**src/design/dtp_pkg.sv**
```systemverilog
//------------------------------------------------------------
// Shared constants for the dual trigger and timestamp block
//------------------------------------------------------------
package dtp_pkg;

  //----------------------------------------------------------
  // Clock and time base
  //----------------------------------------------------------
  localparam int CLK_PERIOD_NS = 25;
  localparam int US_TICK_NS    = 1000;
  localparam logic [5:0] CYC_PER_US = 6'(US_TICK_NS / CLK_PERIOD_NS);
  localparam logic [19:0] US_PER_SEC = 20'hF4240;
  localparam logic [25:0] US_PER_MS  = 26'h00003E8;

  //----------------------------------------------------------
  // Frequency range and reset values
  //----------------------------------------------------------
  localparam logic [7:0]  FREQ_MIN_HZ   = 8'h06;
  localparam logic [7:0]  FREQ_MAX_HZ   = 8'h32;
  localparam logic [7:0]  FREQ_RST_HZ   = 8'h0A;
  localparam logic [19:0] PERIOD_RST_US = 20'h186A0;
  localparam logic [15:0] WIDTH_RST_MS  = 16'h0001;
  localparam logic [19:0] OFFSET_RST_US = 20'h00000;

  //----------------------------------------------------------
  // Register indexes on the plain port
  //----------------------------------------------------------
  localparam logic [2:0] REG_CTRL   = 3'h0;
  localparam logic [2:0] REG_FREQ   = 3'h1;
  localparam logic [2:0] REG_WIDTH0 = 3'h2;
  localparam logic [2:0] REG_WIDTH1 = 3'h3;
  localparam logic [2:0] REG_OFFSET = 3'h4;
  localparam logic [2:0] REG_PERIOD = 3'h5;
  localparam logic [2:0] REG_TIME   = 3'h6;
  localparam logic [2:0] REG_STAMP  = 3'h7;

  //----------------------------------------------------------
  // Control and period status field positions
  //----------------------------------------------------------
  localparam int CTRL_TRIG0_BIT = 0;
  localparam int CTRL_TRIG1_BIT = 1;
  localparam int CTRL_PPS_BIT   = 2;
  localparam int PERIOD_BUSY_BIT = 31;

endpackage : dtp_pkg

```
**src/design/dtp_trigger_top.sv**
```systemverilog
`timescale 1ns/10ps
// Summary of operation
// - Primary and secondary triggers each have their own enable; disabled stays low.
// - Primary trigger frequency is programmable from 6 Hz to 50 Hz inclusive.
// - Primary pulse width is a programmable number of milliseconds.
// - Both trigger outputs are active high.
// - Secondary trigger can only pulse while the primary is enabled.
// - Secondary trigger always repeats at the primary frequency.
// - Secondary rising edge follows primary rising edge by a programmable offset.
// - Secondary trigger has its own programmable pulse width.
// - Secondary output is unusable while PPS sync is on; the pin is shared.
// - With PPS sync on, each sync pulse clears the time counter to zero.
// - Every captured frame pair is stamped with the time counter value.
// - Under PPS sync the stamp is time since the latest sync pulse.
module dtp_trigger_top
  import dtp_pkg::*;
#(
  parameter int TIME_W  = 32,
  parameter int PHASE_W = 20
)
(
  // Clock and reset
  input  wire logic              mclk,
  input  wire logic              reset,
  // Register port
  input  wire logic [2:0]        regAddr,
  input  wire logic [31:0]       regWdata,
  input  wire logic              regWrite,
  input  wire logic              regRead,
  output logic      [31:0]       regRdata,
  // Primary trigger pin
  output logic                   trig0Out,
  // Shared secondary trigger and PPS pin
  output logic                   trig1Out,
  output logic                   trig1Oe,
  input  wire logic              trig1In,
  // Frame capture event from the camera path
  input  wire logic              frameCapture
);

  //----------------------------------------------------------
  // Declarations
  //----------------------------------------------------------
  logic                ctrlTrig0En;
  logic                ctrlTrig1En;
  logic                ctrlPpsEn;
  logic [7:0]          freqHz;
  logic [15:0]         width0Ms;
  logic [15:0]         width1Ms;
  logic [PHASE_W-1:0]  offsetUs;
  logic [PHASE_W-1:0]  periodUs;
  logic [PHASE_W-1:0]  phase;
  logic [5:0]          usCnt;
  logic                usTick;
  logic [5:0]          phaseCnt;
  logic                phaseTick;
  logic                wrap;
  logic                divStart;
  logic                divBusy;
  logic                divDone;
  logic [19:0]         divQuot;
  logic                trig1Gate;
  logic                pinPrev;
  logic                ppsRise;
  logic [TIME_W-1:0]   timeUs;
  logic [TIME_W-1:0]   stamp;
  logic [PHASE_W:0]    periodLast;
  logic [PHASE_W-1:0]  w0Eff;
  logic [PHASE_W-1:0]  offEff;
  logic [PHASE_W-1:0]  w1Eff;
  logic [PHASE_W:0]    end1;
  logic                next_trig0;
  logic                next_trig1;
  logic [31:0]         next_rdata;

  //----------------------------------------------------------
  // Functions
  //----------------------------------------------------------

  // Milliseconds to microseconds
  function automatic logic [25:0] msToUs(input logic [15:0] ms);
    msToUs = 26'(26'(ms) * US_PER_MS);
  endfunction : msToUs

  // Limit a microsecond value to a ceiling
  function automatic logic [PHASE_W-1:0] clampUs(input logic [25:0]      val,
                                                 input logic [PHASE_W:0] lim);
    clampUs = (val > 26'(lim)) ? lim[PHASE_W-1:0] : val[PHASE_W-1:0];
  endfunction : clampUs

  // Hold a requested frequency inside the legal range
  function automatic logic [7:0] clampFreq(input logic [7:0] f);
    if (f < FREQ_MIN_HZ)
      clampFreq = FREQ_MIN_HZ;
    else if (f > FREQ_MAX_HZ)
      clampFreq = FREQ_MAX_HZ;
    else
      clampFreq = f;
  endfunction : clampFreq

  //----------------------------------------------------------
  // Control registers
  //----------------------------------------------------------

  // Enable bits
  always_ff @(posedge mclk)
  begin
    if (reset)
    begin
      ctrlTrig0En <= 1'b0;
      ctrlTrig1En <= 1'b0;
      ctrlPpsEn   <= 1'b0;
    end
    else if (regWrite && regAddr == REG_CTRL)
    begin
      ctrlTrig0En <= regWdata[CTRL_TRIG0_BIT];
      ctrlTrig1En <= regWdata[CTRL_TRIG1_BIT];
      ctrlPpsEn   <= regWdata[CTRL_PPS_BIT];
    end
  end

  // Frequency, widths and offset
  always_ff @(posedge mclk)
  begin
    if (reset)
    begin
      freqHz   <= FREQ_RST_HZ;
      width0Ms <= WIDTH_RST_MS;
      width1Ms <= WIDTH_RST_MS;
      offsetUs <= PHASE_W'(OFFSET_RST_US);
    end
    else if (regWrite)
    begin
      unique case (regAddr)
        REG_FREQ:   freqHz   <= clampFreq(regWdata[7:0]);
        REG_WIDTH0: width0Ms <= regWdata[15:0];
        REG_WIDTH1: width1Ms <= regWdata[15:0];
        REG_OFFSET: offsetUs <= regWdata[PHASE_W-1:0];
        default:    ;
      endcase
    end
  end

  //----------------------------------------------------------
  // Period from frequency
  //----------------------------------------------------------

  // Start division one cycle after a frequency write
  always_ff @(posedge mclk)
  begin
    if (reset)
      divStart <= 1'b0;
    else
      divStart <= regWrite && (regAddr == REG_FREQ);
  end

  dtp_udiv #(
    .NW (20),
    .DW (8)
  ) u_div (
    .mclk     (mclk),
    .reset    (reset),
    .start    (divStart),
    .dividend (US_PER_SEC),
    .divisor  (freqHz),
    .quotient (divQuot),
    .busy     (divBusy),
    .done     (divDone)
  );

  // Old period stays in use until the new one is ready
  always_ff @(posedge mclk)
  begin
    if (reset)
      periodUs <= PHASE_W'(PERIOD_RST_US);
    else if (divDone)
      periodUs <= PHASE_W'(divQuot);
  end

  //----------------------------------------------------------
  // Microsecond time base
  //----------------------------------------------------------

  // Prescaler, realigned by each sync pulse
  always_ff @(posedge mclk)
  begin
    if (reset || ppsRise || usTick)
      usCnt <= '0;
    else
      usCnt <= usCnt + 6'h01;
  end

  assign usTick = (usCnt == CYC_PER_US - 6'h01);

  // Period prescaler, restarted while idle so the first microsecond is whole
  always_ff @(posedge mclk)
  begin
    if (reset || !ctrlTrig0En || phaseTick)
      phaseCnt <= '0;
    else
      phaseCnt <= phaseCnt + 6'h01;
  end

  assign phaseTick = (phaseCnt == CYC_PER_US - 6'h01);
  assign wrap      = phaseTick && ({1'b0, phase} >= periodLast);

  //----------------------------------------------------------
  // Pulse limits
  //----------------------------------------------------------

  // Widths and offset clipped below one period
  always_comb
  begin
    periodLast = {1'b0, periodUs} - {{PHASE_W{1'b0}}, 1'b1};
    w0Eff      = clampUs(msToUs(width0Ms), periodLast);
    offEff     = clampUs(26'(offsetUs), periodLast);
    w1Eff      = clampUs(msToUs(width1Ms), periodLast - {1'b0, offEff});
    end1       = {1'b0, offEff} + {1'b0, w1Eff};
  end

  //----------------------------------------------------------
  // Trigger generation
  //----------------------------------------------------------

  // Shared period phase counter
  always_ff @(posedge mclk)
  begin
    if (reset || !ctrlTrig0En)
      phase <= '0;
    else if (wrap)
      phase <= '0;
    else if (phaseTick)
      phase <= phase + PHASE_W'(1);
  end

  // Secondary armed only at a period start, so its edge keeps the offset
  always_ff @(posedge mclk)
  begin
    if (reset || !ctrlTrig0En || !ctrlTrig1En || ctrlPpsEn)
      trig1Gate <= 1'b0;
    else if (wrap)
      trig1Gate <= 1'b1;
  end

  // Next levels of both trigger pins
  always_comb
  begin
    next_trig0 = ctrlTrig0En && (phase < w0Eff);
    next_trig1 = trig1Gate && ctrlTrig0En && ctrlTrig1En && !ctrlPpsEn
                 && (phase >= offEff) && ({1'b0, phase} < end1);
  end

  // Registered, active high pin drive
  always_ff @(posedge mclk)
  begin
    if (reset)
    begin
      trig0Out <= 1'b0;
      trig1Out <= 1'b0;
      trig1Oe  <= 1'b0;
    end
    else
    begin
      trig0Out <= next_trig0;
      trig1Out <= next_trig1;
      trig1Oe  <= !ctrlPpsEn;
    end
  end

  //----------------------------------------------------------
  // PPS and timestamp
  //----------------------------------------------------------

  // Pin level history for edge detection
  always_ff @(posedge mclk)
  begin
    if (reset)
      pinPrev <= 1'b0;
    else
      pinPrev <= trig1In;
  end

  assign ppsRise = ctrlPpsEn && trig1In && !pinPrev;

  // Microsecond counter, cleared by each sync pulse
  always_ff @(posedge mclk)
  begin
    if (reset || ppsRise)
      timeUs <= '0;
    else if (usTick)
      timeUs <= timeUs + TIME_W'(1);
  end

  // Frame pair timestamp
  always_ff @(posedge mclk)
  begin
    if (reset)
      stamp <= '0;
    else if (frameCapture)
      stamp <= timeUs;
  end

  //----------------------------------------------------------
  // Register read port
  //----------------------------------------------------------

  // Read multiplexer
  always_comb
  begin
    next_rdata = 32'h00000000;
    unique case (regAddr)
      REG_CTRL:
      begin
        next_rdata[CTRL_TRIG0_BIT] = ctrlTrig0En;
        next_rdata[CTRL_TRIG1_BIT] = ctrlTrig1En;
        next_rdata[CTRL_PPS_BIT]   = ctrlPpsEn;
      end
      REG_FREQ:   next_rdata[7:0]  = freqHz;
      REG_WIDTH0: next_rdata[15:0] = width0Ms;
      REG_WIDTH1: next_rdata[15:0] = width1Ms;
      REG_OFFSET: next_rdata[PHASE_W-1:0] = offsetUs;
      REG_PERIOD:
      begin
        next_rdata[PHASE_W-1:0]     = periodUs;
        next_rdata[PERIOD_BUSY_BIT] = divBusy;
      end
      REG_TIME:   next_rdata = 32'(timeUs);
      REG_STAMP:  next_rdata = 32'(stamp);
    endcase
  end

  // Data stand in the cycle after the read strobe only
  always_ff @(posedge mclk)
  begin
    if (reset || !regRead)
      regRdata <= 32'h00000000;
    else
      regRdata <= next_rdata;
  end
endmodule : dtp_trigger_top

```
**src/design/dtp_udiv.sv**
```systemverilog
`timescale 1ns/10ps
//------------------------------------------------------------
// Iterative restoring divider, one quotient bit per cycle
//------------------------------------------------------------
module dtp_udiv
  import dtp_pkg::*;
#(
  parameter int NW = 20,
  parameter int DW = 8
)
(
  // Clock and reset
  input  wire logic          mclk,
  input  wire logic          reset,
  // Request
  input  wire logic          start,
  input  wire logic [NW-1:0] dividend,
  input  wire logic [DW-1:0] divisor,
  // Result
  output logic      [NW-1:0] quotient,
  output logic               busy,
  output logic               done
);

  logic [DW-1:0] rem;
  logic [5:0]    cnt;
  logic [DW:0]   trial;
  logic          fits;

  // Shifted partial remainder and its trial compare
  always_comb
  begin
    trial = {rem, quotient[NW-1]};
    fits  = (trial >= {1'b0, divisor});
  end

  // One step per cycle until all quotient bits are formed
  always_ff @(posedge mclk)
  begin
    if (reset)
    begin
      rem      <= '0;
      quotient <= '0;
      cnt      <= '0;
      busy     <= 1'b0;
      done     <= 1'b0;
    end
    else if (start)
    begin
      rem      <= '0;
      quotient <= dividend;
      cnt      <= 6'(NW);
      busy     <= 1'b1;
      done     <= 1'b0;
    end
    else if (busy)
    begin
      rem      <= fits ? DW'(trial - {1'b0, divisor}) : trial[DW-1:0];
      quotient <= {quotient[NW-2:0], fits};
      cnt      <= cnt - 6'h01;
      busy     <= (cnt != 6'h01);
      done     <= (cnt == 6'h01);
    end
    else
    begin
      done <= 1'b0;
    end
  end

endmodule : dtp_udiv

```
**config.mk**
```make
export PLATFORM = sky130hd
export DESIGN_NAME = dtp_trigger_top
export DESIGN_NICKNAME = d
export VERILOG_FILES = /design/src/design/dtp_pkg.sv /design/src/design/dtp_trigger_top.sv /design/src/design/dtp_udiv.sv
export SDC_FILE = /design/constraint.sdc
export NUM_CORES = 1
export LEC_CHECK = 0
export BUFFER_PORTS_ARGS = -buffer_cell sky130_fd_sc_hd__buf_2
export CORE_MARGIN = 2
export CORE_UTILIZATION = 60
export CTS_BUF_LIST = sky130_fd_sc_hd__clkbuf_2 sky130_fd_sc_hd__clkbuf_4 sky130_fd_sc_hd__clkbuf_8
export DETAILED_ROUTE_END_ITERATION = 10
export PLACE_DENSITY = 0.78
export SYNTH_ARGS = -nofsm -noshare
export SYNTH_HDL_FRONTEND = slang
export SYNTH_SLANG_ARGS = --single-unit
```
**constraint.sdc**
```tcl
create_clock -name mclk -period 14.25 [get_ports mclk]
set_input_delay 2.1375 -clock mclk [delete_from_list [all_inputs] [get_ports mclk]]
set_output_delay 2.1375 -clock mclk [all_outputs]
set_load 0.02 [all_outputs]
```
==> flow_summary.toml, run 1 <==
[clock_tree]
htree_levels = 2
ctsResizeCount = 0
cts_tree = "built"
clk_latency_ns = 0.61
root_buffer = "clkbuf_8"
cts.sinks = 253
clkSlewWorstSetupHoldPaths_ns = 0.06
clockBufferDepth = 3
cts_buffers = 41

[floorplanning]
core_um2 = 35500
placementRows = 69
die_y_um = 194
io_pins = 76
die_x_um = 194
initial_utilization_pct = 60.8
die_area_um2 = 37500

[synthesis]
ys_seq_area_share_pct = 23.5
synth_warnings = 0
synth_cell_types = 83
ys_ff_latch = 253
ys_async_sr_fraction_pct = 0
avgSynthCellArea_um2 = 8.56
syn_inst = 2519
synthFlopType = "dfxtp_1"
synth_nets = 2940
synth-edff-count = 0
syn-cell-area_um2 = 21600

[sta]
max_freq_ghz = 0.0757
final.min_clock_period_ns = 13.21
hold_viol_final = 0
finalSetupTns_ns = 0
tightest_slew_ns = 1.21
final.period_utilization_pct = 92.7
slew_headroom_pct = 19.3
rsz0062_at_grt = "false"
setup_viol = 0
finalMaxSlewViolations = 0
skew_ns = 0.0512

[grt]
grt_overflow = 0
grt_pass1_wl_mm = 95.7
grt_pass1_vias = 18100
antenna_found_initial = 0
track_usage_pct = 31.6
grt_max_degree = 76

[power]
p_per_area_nw_per_um2 = 86.6
ir_drop_uv = 101
intPower_w = 0.00134
p_comb_share_pct = 28.1
p_clk_share_pct = 35.6
p_sw_share_pct = 33.3
p_leak_nw = 10.8
p_switching_w = 0.000669
p_seq_share_pct = 36.3

[final_layout]
final_cell_mix = "nor2_1, ha_1, dfxtp_1"
fin_nets = 2976
area_delta_synth_final_pct = 7.68
layout_commonest_cell = "nor2_1"
num_antenna_cells = 0
design_area_um2 = 23200
drive_gt1_share_pct = 8.04

[critical_path]
crit_required_ns = 14.73
cp-end-kind = "flip-flop"
startpoint_type = "flip-flop"
cp.arrival_ns = 13.69
cp_slowest_cell = "fa_1"
worst-r2r-cell-count = 56
cpMostUsedCell = "a21oi_1"
max_stage_delay_ns = 0.50
critPathMaxFanout = 27
worstSetupPathType = "flip-flop to flip-flop"

[hold_path]
whs_path_depth = 1
hold_path_class = "flip-flop to flip-flop"

[outcome]
outcome = "finished, final reports clean"

[routing]
vias = 18700
route.detailed.drc = 0
drtIter0Drc = 1519
drt_wl_total_mm = 59.8
vias_per_cell = 6.13
first_pass_iters = 6
routedWlPerCell_um = 19.6
postRouteAntennaNets = 0

[place]
dp_hpwl_mm = 46.4
port_buffers = 63
place_area_um2 = 22300
gp_congestion = 0.982

[run]
drv_cap = 0
## critical path: cells and delay by family, from the launching register on
family,cells,cell delay (ns)
AOI/OAI and AO/OA,30,6.39
and+or+nand+nor,12,2.66
adders and majority gates,7,2.33
buffers and inverters,4,0.71
xor gates and xnor gates,3,0.63
DFF,1,0.35
## repair_timing
item | CTS | global route
hold buffers | 0 | 0
setup endpoints to repair | 0 | 1
buffers inserted | 0 | 3
## cell families after synthesis
kind of cell / count (synthesis) / share of synthesized area (%)
AND/OR/NAND/NOR: 824 / 18.0
adder cells (fa/ha/maj): 390 / 26.4
XOR/XNOR: 141 / 5.80
buffers and inverters: 244 / 4.30
multiplexers: 137 / 6.66
AO/OA/AOI/OAI: 530 / 15.4
flip-flops: 253 / 23.5
## synth_stat cells (all sizes together) (52+ instances only)
cell	instances	area share [%]
a21oi	180	4.2
nor2	295	5.1
a21o	52	1.8
dfxtp	253	23
mux2i	122	5.7
nand3	54	1.3
xor2	63	2.6
o21ai	126	2.9
inv	154	2.7
clkbuf	74	1.3
fa	111	10
ha	269	16
nand2	239	4.2
xnor2	78	3.2
## area by class of cell
cell class | instances | area, µm²
clock buffers | 62 | 785
clock inverters | 12 | 149
fillers | 2930 | 12300
inverters | 154 | 578
multi-input cells | 2022 | 15600
flip-flops and latches | 253 | 5060
well taps | 461 | 577
repair buffers | 83 | 470
## stage by stage
step / cells / total power, W / hold WS, ns / util, % / setup WS, ns
2_1_floorplan: 2519 / 0.00115 / 0.418 / - / 2.56
3_3_place_gp: 2970 / 0.00128 / 0.430 / 62.7 / 1.34
3_5_place_dp: 2970 / 0.00129 / 0.435 / 62.7 / 1.08
4_1_cts: 3044 / 0.00200 / 0.446 / 65.4 / 1.02
5_1_grt: 3047 / 0.00211 / 0.476 / 65.4 / 0.0871
6_report: 3047 / 0.00201 / 0.441 / 65.4 / 1.04
## flip-flops by register name, summed over array words and instances, names as in the netlist, 6 cells and up
signal          flops
u_div.quotient     20
width0Ms           16
timeUs             32
offsetUs           20
periodUs           20
width1Ms           16
phase              20
stamp              32
usCnt               6
u_div.cnt           6
phaseCnt            6
u_div.rem           8
freqHz              8
regRdata           32
## routing by layer
layer  wire length, µm  up-vias  global-route usage (%)
met4              2330        0                    12.1
met2             28000      678                    53.5
met1             25600     8974                    41.7
li1                  -     8904                       -
met5                 0        -                       0
met3              3880      122                    3.38
## path summary, 6_finish.rpt
path | from | to | slack [ns]
worst max-delay path | periodUs[1]$_SDFFE_PP0P_ | trig1Out$_SDFF_PP0_ | 1.04
worst max register to register | periodUs[1]$_SDFFE_PP0P_ | trig1Out$_SDFF_PP0_ | 1.04
worst min-delay path | usCnt[0]$_SDFF_PP0_ | usCnt[0]$_SDFF_PP0_ | 0.44
worst min register to register | usCnt[0]$_SDFF_PP0_ | usCnt[0]$_SDFF_PP0_ | 0.44
## power by group through the flow
stage               Clock, W  Sequential, W  Combinational [W]
floorplan                  0       0.000740           0.000413
global placement           0       0.000744           0.000532
detailed placement         0       0.000745           0.000548
CTS                 0.000722       0.000729           0.000553
global route        0.000754       0.000730           0.000628
finish              0.000716       0.000730           0.000565
(Power assumes the default switching activity.)
==> run 2: changes to the inputs <==
Settings changed: BUFFER_PORTS_ARGS -buffer_cell sky130_fd_sc_hd__buf_2 to not set, DONT_BUFFER_PORTS set to 1, PLACE_DENSITY 0.78 to 0.76.
==> run 2 against run 1 <==
- worst setup slack got worse by 0.054 ns
- register-to-register slack lost 0.05 ns
- sequential share of layout area grew 0.38 points
- die area stayed put
- largest power group unchanged
- via count decreased by 1.8%
- wire length is 0.47% lower
- combinational power decreased by 5.1%
- final cell count is 2.3% lower
- largest cell class unchanged
==> flow_summary.toml, run 2 (synthesis results as in run 1) <==
[outcome]
outcome = "finished, final reports clean"

[sta]
max_freq_ghz = 0.0754
finalMaxSlewViolations = 0
finalSetupTns_ns = 0
hold_viol_final = 0
rsz0062_at_grt = "false"
skew_ns = 0.0433
tightest_slew_ns = 1.24
setup_viol = 0
final.min_clock_period_ns = 13.27
timing.hold.ws_ns = 0.448
final.period_utilization_pct = 93.1
slew_headroom_pct = 16.8

[critical_path]
startpoint_type = "flip-flop"
cp_slowest_cell = "fa_1"
cp-end-kind = "flip-flop"
max_stage_delay_ns = 0.52
critPathMaxFanout = 18
cp.buffers_inverters = 5
worstSetupPathType = "flip-flop to flip-flop"
path_delay_family = "compound AO/OA/AOI/OAI gates"
crit_required_ns = 14.71
r2r_setup_slack_ns = 0.98
cp.arrival_ns = 13.73

[clock_tree]
hold_buffers = 0
cts_buffers = 41
cts_tree = "built"
root_buffer = "clkbuf_8"
ctsResizeCount = 0
post-cts-setup-buffers = 0
htree_levels = 2
clkSlewWorstSetupHoldPaths_ns = 0.06
clk_latency_ns = 0.60
cts.sinks = 253
clockBufferDepth = 3

[place]
port_buffers = 0
dp_hpwl_mm = 46.8
gp_congestion = 0.970

[power]
p_per_area_nw_per_um2 = 85.5
ir_drop_uv = 128
p_leak_nw = 10.4

[routing]
routedWlPerCell_um = 20.0
route.detailed.drc = 0
drtIter0Drc = 1591
vias_per_cell = 6.16
vias = 18300
first_pass_iters = 6
postRouteAntennaNets = 0
drt_wl_total_mm = 59.5

[hold_path]
hold_path_class = "flip-flop to flip-flop"

[grt]
grt_pass1_vias = 18000
track_usage_pct = 31.4
antenna_found_initial = 1
grt_pass1_wl_mm = 95.2
grt_overflow = 0
grt_max_degree = 122

[floorplanning]
io_pins = 76
die_y_um = 194
core_um2 = 35500
placementRows = 69
die_x_um = 194
die_area_um2 = 37500
initial_utilization_pct = 60.8

[final_layout]
layout_commonest_cell = "nor2_1"
final_cell_mix = "nor2_1, ha_1, dfxtp_1"
fin_nets = 2907
num_antenna_cells = 0
area_delta_synth_final_pct = 5.86
drive_gt1_share_pct = 5.49
reg_top3 = "regRdata: 32 flops, stamp: 32 flops, timeUs: 32 flops"

[run]
drv_cap = 0
run 2: changes by cell type in the layout (fill, tap and decap cells not counted), sizes merged:
| cell | delta |
|---|---|
| clkinv | +4 |
| inv | -1 |
| clkbuf | -3 |
| bufinv | -1 |
| buf | -69 |
| clkinvlp | -1 |
run 2: final cells by class:
type,count,area [µm²]
clock inverter,13,130
multi-input combinational,2022,15600
sequential,253,5070
timing repair buffer,14,105
tap,461,577
inverter,154,578
fill,3022,12700
clock buffer,59,774
run 2: final timing paths:
check,startpoint,cells after the start,end
setup / recovery,periodUs[1]$_SDFFE_PP0P_,56,trig1Out$_SDFF_PP0_
hold / removal,phaseCnt[0]$_SDFF_PP0_,1,phaseCnt[0]$_SDFF_PP0_
setup reg to reg,periodUs[1]$_SDFFE_PP0P_,56,trig1Out$_SDFF_PP0_
hold reg to reg,phaseCnt[0]$_SDFF_PP0_,1,phaseCnt[0]$_SDFF_PP0_
run 2: per-layer routing:
layer | GRT usage [%] | share of wire (%) | vias up | wire, µm
li1 | - | - | 8758 | -
met1 | 41.3 | 42 | 8773 | 25300
met2 | 50.6 | 45 | 650 | 27100
met3 | 4.41 | 6.8 | 162 | 4030
met4 | 15.9 | 5.3 | 0 | 3140
met5 | 0 | 0 | - | 0
run 2: power breakdown:
| group | internal [W] | total [W] | switching [W] | leakage (nW) |
|---|---|---|---|---|
| Combinational | 0.000226 | 0.000536 | 0.000310 | 7.89 |
| Clock | 0.000375 | 0.000683 | 0.000309 | 0.476 |
| Sequential | 0.000715 | 0.000733 | 0.0000176 | 2.04 |
| Total | 0.00132 | 0.00195 | 0.000636 | 10.4 |
run 2: metrics by stage:
step / cells / total power, W / worst slack, ns / cell area [µm²] / utilization (%)
floorplan: 2519 / 0.00115 / 2.56 / 21600 / -
global placement: 2901 / 0.00125 / 1.32 / 21900 / 61.7
detailed placement: 2901 / 0.00127 / 1.05 / 21900 / 61.7
CTS: 2973 / 0.00195 / 0.994 / 22800 / 64.3
global route: 2976 / 0.00205 / 0.0330 / 22800 / 64.3
finish: 2976 / 0.00195 / 0.982 / 22800 / 64.3
